File: src/ccm_pkg.sv
// package for the capture/compare module: register offset, field positions, reset values
// assumes an 8-bit special-function-register bus and a shared 16-bit counter outside
package ccm_pkg;
  // --------------------------------------------------------------------------
  // register map
  // --------------------------------------------------------------------------
  localparam logic [7:0] CCM_MODE0_ADDR    = 8'hda;
  localparam logic [7:0] CCM_MODE_RESET    = 8'h00;
  localparam logic [7:0] CCM_VALUE_LOW_RST = 8'h00;
  // --------------------------------------------------------------------------
  // mode register field positions
  // --------------------------------------------------------------------------
  localparam int CCM_BIT_WIDE_PWM   = 7;
  localparam int CCM_BIT_COMPARE_EN = 6;
  localparam int CCM_BIT_RISE_CAP   = 5;
  localparam int CCM_BIT_FALL_CAP   = 4;
  localparam int CCM_BIT_MATCH_EN   = 3;
  localparam int CCM_BIT_TOGGLE_EN  = 2;
  localparam int CCM_BIT_PWM_EN     = 1;
  localparam int CCM_BIT_FLAG_IE    = 0;
  // --------------------------------------------------------------------------
  // timing
  // --------------------------------------------------------------------------
  localparam int CCM_MIN_HOLD_CYCLES = 2;
  localparam int CCM_SYNC_STAGES     = 2;
  // --------------------------------------------------------------------------
  // output waveform modes
  // --------------------------------------------------------------------------
  typedef enum logic [3:0] {
    CCM_OUT_IDLE   = 4'h1,
    CCM_OUT_TOGGLE = 4'h2,
    CCM_OUT_PWM    = 4'h4,
    CCM_OUT_FREQ   = 4'h8
  } ccm_out_mode_e;
endpackage

File: src/ccm_edge_if.sv
// interface between the top and the pin sampler
// assumes one clock domain shared by both ends
`timescale 1ns/1ps
interface ccm_edge_if;
  logic pin_level;
  logic rise_seen;
  logic fall_seen;
  modport sampler (output pin_level, output rise_seen, output fall_seen);
  modport user    (input pin_level, input rise_seen, input fall_seen);
endinterface

File: src/ccm_capture_compare.sv
// capture/compare module of the counter array: capture, match, toggle, pwm, frequency output
// assumes counter, array control register and interrupt controller live outside
`timescale 1ns/1ps
module ccm_capture_compare
  import ccm_pkg::*;
#(
  parameter int CNT_W = 16
)
(
  input  wire logic             clk,
  input  wire logic             rst_n,
  input  wire logic             clk_en,
  input  wire logic [7:0]       sfr_addr,
  input  wire logic [7:0]       sfr_wdata,
  input  wire logic             sfr_wr,
  output logic      [7:0]       sfr_rdata,
  input  wire logic             value_low_wr,
  input  wire logic             value_high_wr,
  input  wire logic [7:0]       value_wdata,
  output logic      [7:0]       capture_value_low,
  output logic      [7:0]       capture_value_high,
  input  wire logic [CNT_W-1:0] counter_value,
  input  wire logic             flag_wr,
  input  wire logic             flag_wdata,
  output logic                  capture_compare_flag,
  output logic                  irq_req,
  input  wire logic             module_io_pin_in,
  output logic                  module_io_pin_out,
  output logic                  module_io_pin_oe,
  output logic                  pin_level
);
  // --------------------------------------------------------------------------
  // mode register
  // --------------------------------------------------------------------------
  logic [7:0]       mode_q;
  logic [CNT_W-1:0] value_q;
  logic             flag_q;
  logic             out_q;
  ccm_out_mode_e    out_mode;
  logic             cap_evt;
  logic             match_evt;
  logic             match_q;
  logic             pwm_high;
  ccm_edge_if       edge_bus();

  ccm_pin_sampler u_sampler (
    .clk    (clk),
    .rst_n  (rst_n),
    .clk_en (clk_en),
    .pin_in (module_io_pin_in),
    .edge_o (edge_bus)
  );

  // full byte write, all fields read/write
  always_ff @(posedge clk)
  begin
    if (!rst_n)
      mode_q <= CCM_MODE_RESET;
    else if (clk_en && sfr_wr && sfr_addr == CCM_MODE0_ADDR)
      mode_q <= sfr_wdata;
  end

  // unmapped addresses read as zero
  always_comb
  begin
    if (sfr_addr == CCM_MODE0_ADDR)
      sfr_rdata = mode_q;
    else
      sfr_rdata = 8'h00;
  end

  // --------------------------------------------------------------------------
  // capture path
  // --------------------------------------------------------------------------
  // edge qualified by its own enable; both set takes either
  assign cap_evt = (edge_bus.rise_seen & mode_q[CCM_BIT_RISE_CAP])
                 | (edge_bus.fall_seen & mode_q[CCM_BIT_FALL_CAP]);

  // capture beats a software write of the same cycle so no edge is lost
  always_ff @(posedge clk)
  begin
    if (!rst_n)
      value_q <= '0;
    else if (clk_en)
    begin
      if (cap_evt)
        value_q <= counter_value;
      else if (value_low_wr)
        value_q[7:0] <= value_wdata;
      else if (value_high_wr)
        value_q[CNT_W-1:8] <= value_wdata;
    end
  end

  assign capture_value_low  = value_q[7:0];
  assign capture_value_high = value_q[CNT_W-1:8];
  assign pin_level          = edge_bus.pin_level;

  // --------------------------------------------------------------------------
  // compare path
  // --------------------------------------------------------------------------
  // match pulses once per counter equality, not every frozen cycle
  logic eq_now;
  assign eq_now    = mode_q[CCM_BIT_COMPARE_EN] && (counter_value == value_q);
  assign match_evt = clk_en & eq_now & ~match_q;

  always_ff @(posedge clk)
  begin
    if (!rst_n)
      match_q <= 1'b0;
    else if (clk_en)
      match_q <= eq_now;
  end

  // pwm: low-byte compare for 8-bit mode, full width for 16-bit; high while below
  always_comb
  begin
    if (mode_q[CCM_BIT_WIDE_PWM])
      pwm_high = counter_value < value_q;
    else
      pwm_high = counter_value[7:0] < value_q[7:0];
  end

  // decode of output waveform mode
  always_comb
  begin
    if (!mode_q[CCM_BIT_COMPARE_EN])
      out_mode = CCM_OUT_IDLE;
    else if (mode_q[CCM_BIT_TOGGLE_EN] && mode_q[CCM_BIT_PWM_EN])
      out_mode = CCM_OUT_FREQ;
    else if (mode_q[CCM_BIT_PWM_EN])
      out_mode = CCM_OUT_PWM;
    else if (mode_q[CCM_BIT_TOGGLE_EN])
      out_mode = CCM_OUT_TOGGLE;
    else
      out_mode = CCM_OUT_IDLE;
  end

  // frequency output toggles on match like toggle; the external counter reload
  // that sets the period is outside this block
  always_ff @(posedge clk)
  begin
    if (!rst_n)
      out_q <= 1'b0;
    else if (clk_en)
    begin
      case (out_mode)
        CCM_OUT_TOGGLE: if (match_evt) out_q <= ~out_q;
        CCM_OUT_FREQ:   if (match_evt) out_q <= ~out_q;
        CCM_OUT_PWM:    out_q <= pwm_high;
        default:        out_q <= out_q;
      endcase
    end
  end

  assign module_io_pin_out = out_q;
  assign module_io_pin_oe  = (out_mode != CCM_OUT_IDLE);

  // --------------------------------------------------------------------------
  // flag and interrupt
  // --------------------------------------------------------------------------
  // hardware set wins over software clear; no clear on interrupt entry
  always_ff @(posedge clk)
  begin
    if (!rst_n)
      flag_q <= 1'b0;
    else if (clk_en)
    begin
      if (cap_evt || (match_evt && mode_q[CCM_BIT_MATCH_EN]))
        flag_q <= 1'b1;
      else if (flag_wr)
        flag_q <= flag_wdata;
    end
  end

  assign capture_compare_flag = flag_q;
  assign irq_req              = flag_q & mode_q[CCM_BIT_FLAG_IE];

  // --------------------------------------------------------------------------
  // checks
  // --------------------------------------------------------------------------
  property p_capture_loads;
    @(posedge clk) disable iff (!rst_n)
    cap_evt |=> value_q == $past(counter_value);
  endproperty
  a_capture_loads: assert property (p_capture_loads)
    else $error("capture did not load counter");

  property p_edge_select;
    @(posedge clk) disable iff (!rst_n)
    (edge_bus.rise_seen && !mode_q[CCM_BIT_RISE_CAP] && !edge_bus.fall_seen) |-> !cap_evt;
  endproperty
  a_edge_select: assert property (p_edge_select)
    else $error("capture on disarmed rising edge");

  property p_capture_flag;
    @(posedge clk) disable iff (!rst_n)
    cap_evt |=> flag_q;
  endproperty
  a_capture_flag: assert property (p_capture_flag)
    else $error("capture did not set flag");

  property p_irq_mask;
    @(posedge clk) disable iff (!rst_n)
    irq_req == (flag_q && mode_q[CCM_BIT_FLAG_IE]);
  endproperty
  a_irq_mask: assert property (p_irq_mask)
    else $error("interrupt not gated by enable");

  property p_flag_sticky;
    @(posedge clk) disable iff (!rst_n)
    (flag_q && !(flag_wr && !flag_wdata)) |=> flag_q;
  endproperty
  a_flag_sticky: assert property (p_flag_sticky)
    else $error("flag dropped without software clear");

  property p_mode_reset;
    @(posedge clk)
    !rst_n |=> mode_q == 8'h00;
  endproperty
  a_mode_reset: assert property (p_mode_reset)
    else $error("mode register not reset");

  property p_no_compare_idle;
    @(posedge clk) disable iff (!rst_n)
    !mode_q[CCM_BIT_COMPARE_EN] |-> !module_io_pin_oe;
  endproperty
  a_no_compare_idle: assert property (p_no_compare_idle)
    else $error("output driven with compare off");

  property p_match_flag;
    @(posedge clk) disable iff (!rst_n)
    (match_evt && mode_q[CCM_BIT_MATCH_EN]) |=> flag_q;
  endproperty
  a_match_flag: assert property (p_match_flag)
    else $error("match did not set flag");

  property p_toggle;
    @(posedge clk) disable iff (!rst_n)
    (match_evt && out_mode == CCM_OUT_TOGGLE) |=> out_q != $past(out_q);
  endproperty
  a_toggle: assert property (p_toggle)
    else $error("match did not toggle output");

  property p_set_wins;
    @(posedge clk) disable iff (!rst_n)
    (cap_evt && flag_wr && !flag_wdata) |=> flag_q;
  endproperty
  a_set_wins: assert property (p_set_wins)
    else $error("clear beat capture");

  property p_freq_toggle;
    @(posedge clk) disable iff (!rst_n)
    (match_evt && out_mode == CCM_OUT_FREQ) |=> out_q != $past(out_q);
  endproperty
  a_freq_toggle: assert property (p_freq_toggle)
    else $error("match did not toggle frequency output");

  property p_pwm_wide;
    @(posedge clk) disable iff (!rst_n)
    (clk_en && out_mode == CCM_OUT_PWM && mode_q[CCM_BIT_WIDE_PWM])
      |=> out_q == ($past(counter_value) < $past(value_q));
  endproperty
  a_pwm_wide: assert property (p_pwm_wide)
    else $error("wide pwm level wrong");

  property p_pwm_drives;
    @(posedge clk) disable iff (!rst_n)
    (mode_q[CCM_BIT_COMPARE_EN] && mode_q[CCM_BIT_PWM_EN]) |-> module_io_pin_oe;
  endproperty
  a_pwm_drives: assert property (p_pwm_drives)
    else $error("pwm mode not driving the pin");

  // level is the pin two running cycles back; reset or a freeze in between excuses it
  property p_level_readable;
    @(posedge clk) disable iff (!rst_n)
    ($past(rst_n) && $past(rst_n, 2) && $past(clk_en) && $past(clk_en, 2))
      |-> pin_level == $past(module_io_pin_in, 2);
  endproperty
  a_level_readable: assert property (p_level_readable)
    else $error("pin level is not the synchronised pin");

  c_capture:  cover property (@(posedge clk) disable iff (!rst_n) cap_evt);
  c_both:     cover property (@(posedge clk) disable iff (!rst_n)
    cap_evt && mode_q[CCM_BIT_RISE_CAP] && mode_q[CCM_BIT_FALL_CAP]);
  c_toggle:   cover property (@(posedge clk) disable iff (!rst_n)
    match_evt && out_mode == CCM_OUT_TOGGLE);
  c_pwm:      cover property (@(posedge clk) disable iff (!rst_n) out_mode == CCM_OUT_PWM);
  c_freq:     cover property (@(posedge clk) disable iff (!rst_n)
    match_evt && out_mode == CCM_OUT_FREQ);
endmodule // ccm_capture_compare

File: src/ccm_pin_sampler.sv
// pin sampler: two-stage synchroniser then edge detection on settled samples
// assumes the pin is asynchronous to clk and held at least two cycles per level
`timescale 1ns/1ps
module ccm_pin_sampler
  import ccm_pkg::*;
(
  input  wire logic   clk,
  input  wire logic   rst_n,
  input  wire logic   clk_en,
  input  wire logic   pin_in,
  ccm_edge_if.sampler edge_o
);
  logic meta_q;
  logic sync_q;
  logic last_q;

  // synchroniser; meta_q feeds sync_q only
  always_ff @(posedge clk)
  begin
    if (!rst_n)
    begin
      meta_q <= 1'b0;
      sync_q <= 1'b0;
      last_q <= 1'b0;
    end
    else if (clk_en)
    begin
      meta_q <= pin_in;
      sync_q <= meta_q;
      last_q <= sync_q;
    end
  end

  // compare consecutive synchronised samples
  assign edge_o.pin_level = sync_q;
  assign edge_o.rise_seen = clk_en & sync_q & ~last_q;
  assign edge_o.fall_seen = clk_en & ~sync_q & last_q;

  // a frozen cycle leaves the samples as they were, so only a running cycle
  // before the edge says what the previous sample was
  property p_rise_needs_low;
    @(posedge clk) disable iff (!rst_n)
    (edge_o.rise_seen && $past(clk_en)) |-> $past(sync_q) == 1'b0;
  endproperty
  a_rise_needs_low: assert property (p_rise_needs_low)
    else $error("rise seen without low sample");

  property p_fall_needs_high;
    @(posedge clk) disable iff (!rst_n)
    (edge_o.fall_seen && $past(clk_en)) |-> $past(sync_q) == 1'b1;
  endproperty
  a_fall_needs_high: assert property (p_fall_needs_high)
    else $error("fall seen without high sample");
endmodule // ccm_pin_sampler

File: config.mk
export PLATFORM = sky130hd
export DESIGN_NAME = ccm_capture_compare
export DESIGN_NICKNAME = d
export VERILOG_FILES = /design/src/ccm_pkg.sv /design/src/ccm_edge_if.sv /design/src/ccm_capture_compare.sv /design/src/ccm_pin_sampler.sv
export SDC_FILE = /design/constraint.sdc
export NUM_CORES = 1
export LEC_CHECK = 0
export CELL_PAD_IN_SITES_DETAIL_PLACEMENT = 0
export CELL_PAD_IN_SITES_GLOBAL_PLACEMENT = 1
export CORE_UTILIZATION = 45
export DETAILED_ROUTE_END_ITERATION = 8
export DONT_BUFFER_PORTS = 1
export GPL_ROUTABILITY_DRIVEN = 0
export PLACE_DENSITY_LB_ADDON = 0.05
export SLEW_MARGIN = 20
export SYNTH_ARGS = -nofsm -noshare
export SYNTH_HDL_FRONTEND = slang
export SYNTH_HIERARCHICAL = 1
export SYNTH_SLANG_ARGS = --single-unit
File: constraint.sdc
create_clock -name clk -period 2.05 [get_ports clk]
set_input_delay 0.41 -clock clk [delete_from_list [all_inputs] [get_ports clk]]
set_output_delay 0.41 -clock clk [all_outputs]
set_load 0.01 [all_outputs]
==> reports/metrics.yaml <==
grt_max_degree: 31
cap_violations: 0
criticalPathCategory: "reg2reg"
antenna_cells: 0
max_slew_margin_pct: 62.0
syn_to_final_growth_pct: 8.52
n_fill_cell: 374
synth_area_leaders: "dfxtp_1, ha_1, o211a_1, a21oi_1, mux2i_1"
hold_class: "in2reg"
synth.distinct_cells: 40
worst-slew-pin-transition_ns: 0.570
status: "completed"
wirelength_mm: 4.39
die-height_um: 66.1
clock_latency_ns: 0.29
drt_pre_antenna_iters: 4
fin_crit_ns: 1.89
grt_pass1_vias: 1529
cp_data_required_time_ns: 2.26
clockBufferDepth: 2
holdWs_ns: 0.247
ys_async_sr_fraction_pct: 0
clk_pin_slew_ns: 0.07
dp_hpwl_mm: 3.38
postCtsHoldBufs: 0
fmax_mhz: 529
drtIter0Drc: 47
path_max_fanout: 3
cts.htree.levels: 2
start_kind: "flip-flop"
yosysTopAreaCell: "dfxtp_1"
ant_nets: 0
ctsResizeCount: 0
root_buffer: "clkbuf_8"
cts_tree: "done"
start_util_pct: 48.7
endpoint_kind: "flip-flop"
power_leakage_nw: 0.905
postSynthNetCount: 280
grt_usage_pct: 21.8
synth_top_flop_cell: "dfxtp_1"
netlist.area_leader.share_pct: 32.5
synth-seq-cells: 30
synth_cells: 215
multi_input_area_mm2: 0.00113
synthAdderAreaFrac_pct: 10.8
hold_viol: 0
layout-drive-gt1-share_pct: 9.17
seq_area_frac_synth_pct: 32.5
rsz0062_at_grt: "false"
vias: 1543
wire_per_inst_um: 16.5
tns_ns: 0
pwr_density_cell_mw_per_mm2: 688
setup_violations: 0
p_total_mw: 1.38
synth_edf_count: 0
cts_buffers: 5
grt_first_pass_wirelength_mm: 6.99
placed_cells: 258
yosys.area_share.simple_pct: 22.8
synth_top_family_by_area: "simple AND/OR/NAND/NOR gates"
port_buffers: 0
fin_crit_sh_pct: 92.1
peakVddDrop_mv: 0.493
ios: 78
fin_skew_ns: 0.00696
fin_cells: 266
synth_compound_area_share_pct: 22.3
grt.overflow.total: 0
finish.net_count: 282
fp.dieW_um: 66.1
slew_violations: 0
crit_arrival_ns: 2.10
post_cts_buffers: 0
coreArea_mm2: 0.00380
avgSynthCellArea_um2: 8.61
drc: 0
clkSinkCount: 30
yosys_warnings: 6
via_per_inst: 5.80
syn_area_mm2: 0.00185
regArea_um2: 602
fp.dieArea_mm2: 0.00437
muxShareOfSynthArea_pct: 5.41
synth_xor_area_share_pct: 0
antenna_found_initial: 0
fp-row-count: 22
[logic make-up after synthesis]
logic type	count (synthesis)
mux	10
buf+inv	27
fa+ha+maj	16
simple gates	75
flops	30
compound gates	57
[final timing paths]
path | start | to | slack (ns) | cells after the start
max | value_q[11]$_SDFFE_PN0P_ | module_io_pin_out$_SDFFE_PN0P_ | 0.16 | 8
min | rst_n | value_q[9]$_SDFFE_PN0P_ | 0.25 | 1
max reg2reg | value_q[11]$_SDFFE_PN0P_ | module_io_pin_out$_SDFFE_PN0P_ | 0.16 | 8
min reg2reg | u_sampler/last_q$_SDFFE_PN0P_ | u_sampler/last_q$_SDFFE_PN0P_ | 0.52 | 2
[layer usage]
| metal | vias up | wire length [um] | GRT usage, % |
|---|---|---|---|
| met1 | 714 | 1860 | 25.1 |
| met5 | - | 0 | 0 |
| met4 | 0 | 77 | 9.31 |
| met3 | 8 | 421 | 7.93 |
| li1 | 756 | - | - |
| met2 | 65 | 2040 | 36.1 |
[sequential cells by signal (all words and copies together) (netlist names)]
name and count:
capture_compare_flag 1, match_q 1, mode_q 8, module_io_pin_out 1
u_sampler/edge_o.pin_level 1, u_sampler/last_q 1, u_sampler/meta_q 1, value_q 16
[through the flow]
stage | area (um2) | setup WS, ns | util (%)
after global placement | 1890 | 0.213 | 49.8
after detailed placement | 1890 | 0.154 | 49.8
final | 2010 | 0.161 | 52.9
after floorplan | 1850 | 0.339 | -
after CTS | 2010 | 0.119 | 52.8
after global routing | 2010 | 0.0513 | 52.9
[cell usage in the layout (no fill, tap or decap), types with 3 or more instances in the layout]
| cell type | count |
|---|---|
| a21boi_0 | 4 |
| a21oi_1 | 24 |
| and2_1 | 15 |
| buf_4 | 4 |
| clkbuf_8 | 5 |
| dfxtp_1 | 29 |
| ha_1 | 16 |
| inv_1 | 18 |
| mux2i_1 | 10 |
| nand2_1 | 26 |
| nand2b_1 | 3 |
| nor2_1 | 3 |
| nor2b_1 | 11 |
| nor3_1 | 3 |
| o211a_1 | 16 |
| o21ai_0 | 3 |
[Yosys cell counts (all sizes together), types with 5 or more instances]
cell type	number
ha	16
nand2	26
o211a	16
a21oi	24
mux2i	10
buf	6
nor2b	11
a21boi	5
dfxtp	30
inv	18
and2	15
[power by group]
part	leakage, nW	internal (mW)	switching, mW
Combinational	0.610	0.0705	0.0701
Clock	0.0504	0.361	0.247
Sequential	0.245	0.605	0.0273
Total	0.905	1.04	0.344
[worst max-delay path, stage by stage, from the launching register on]
cell and delay, ns:
dfxtp_1 0.41, inv_1 0.07, ha_1 0.31, a21oi_1 0.16, nor2_1 0.05, o41ai_1 0.37, and4_1 0.24, a21oi_1 0.06
a21oi_1 0.15
[area by class of cell]
cell class / instances / area share (%)
Clock inverter: 3 / 2.24
Timing Repair Buffer: 4 / 1.50
Tap cell: 48 / 2.99
Sequential cell: 30 / 30.0
Inverter: 18 / 3.36
Clock buffer: 5 / 3.43
Multi-Input combinational cell: 158 / 56.5
Power figures use the tool's default switching activity.
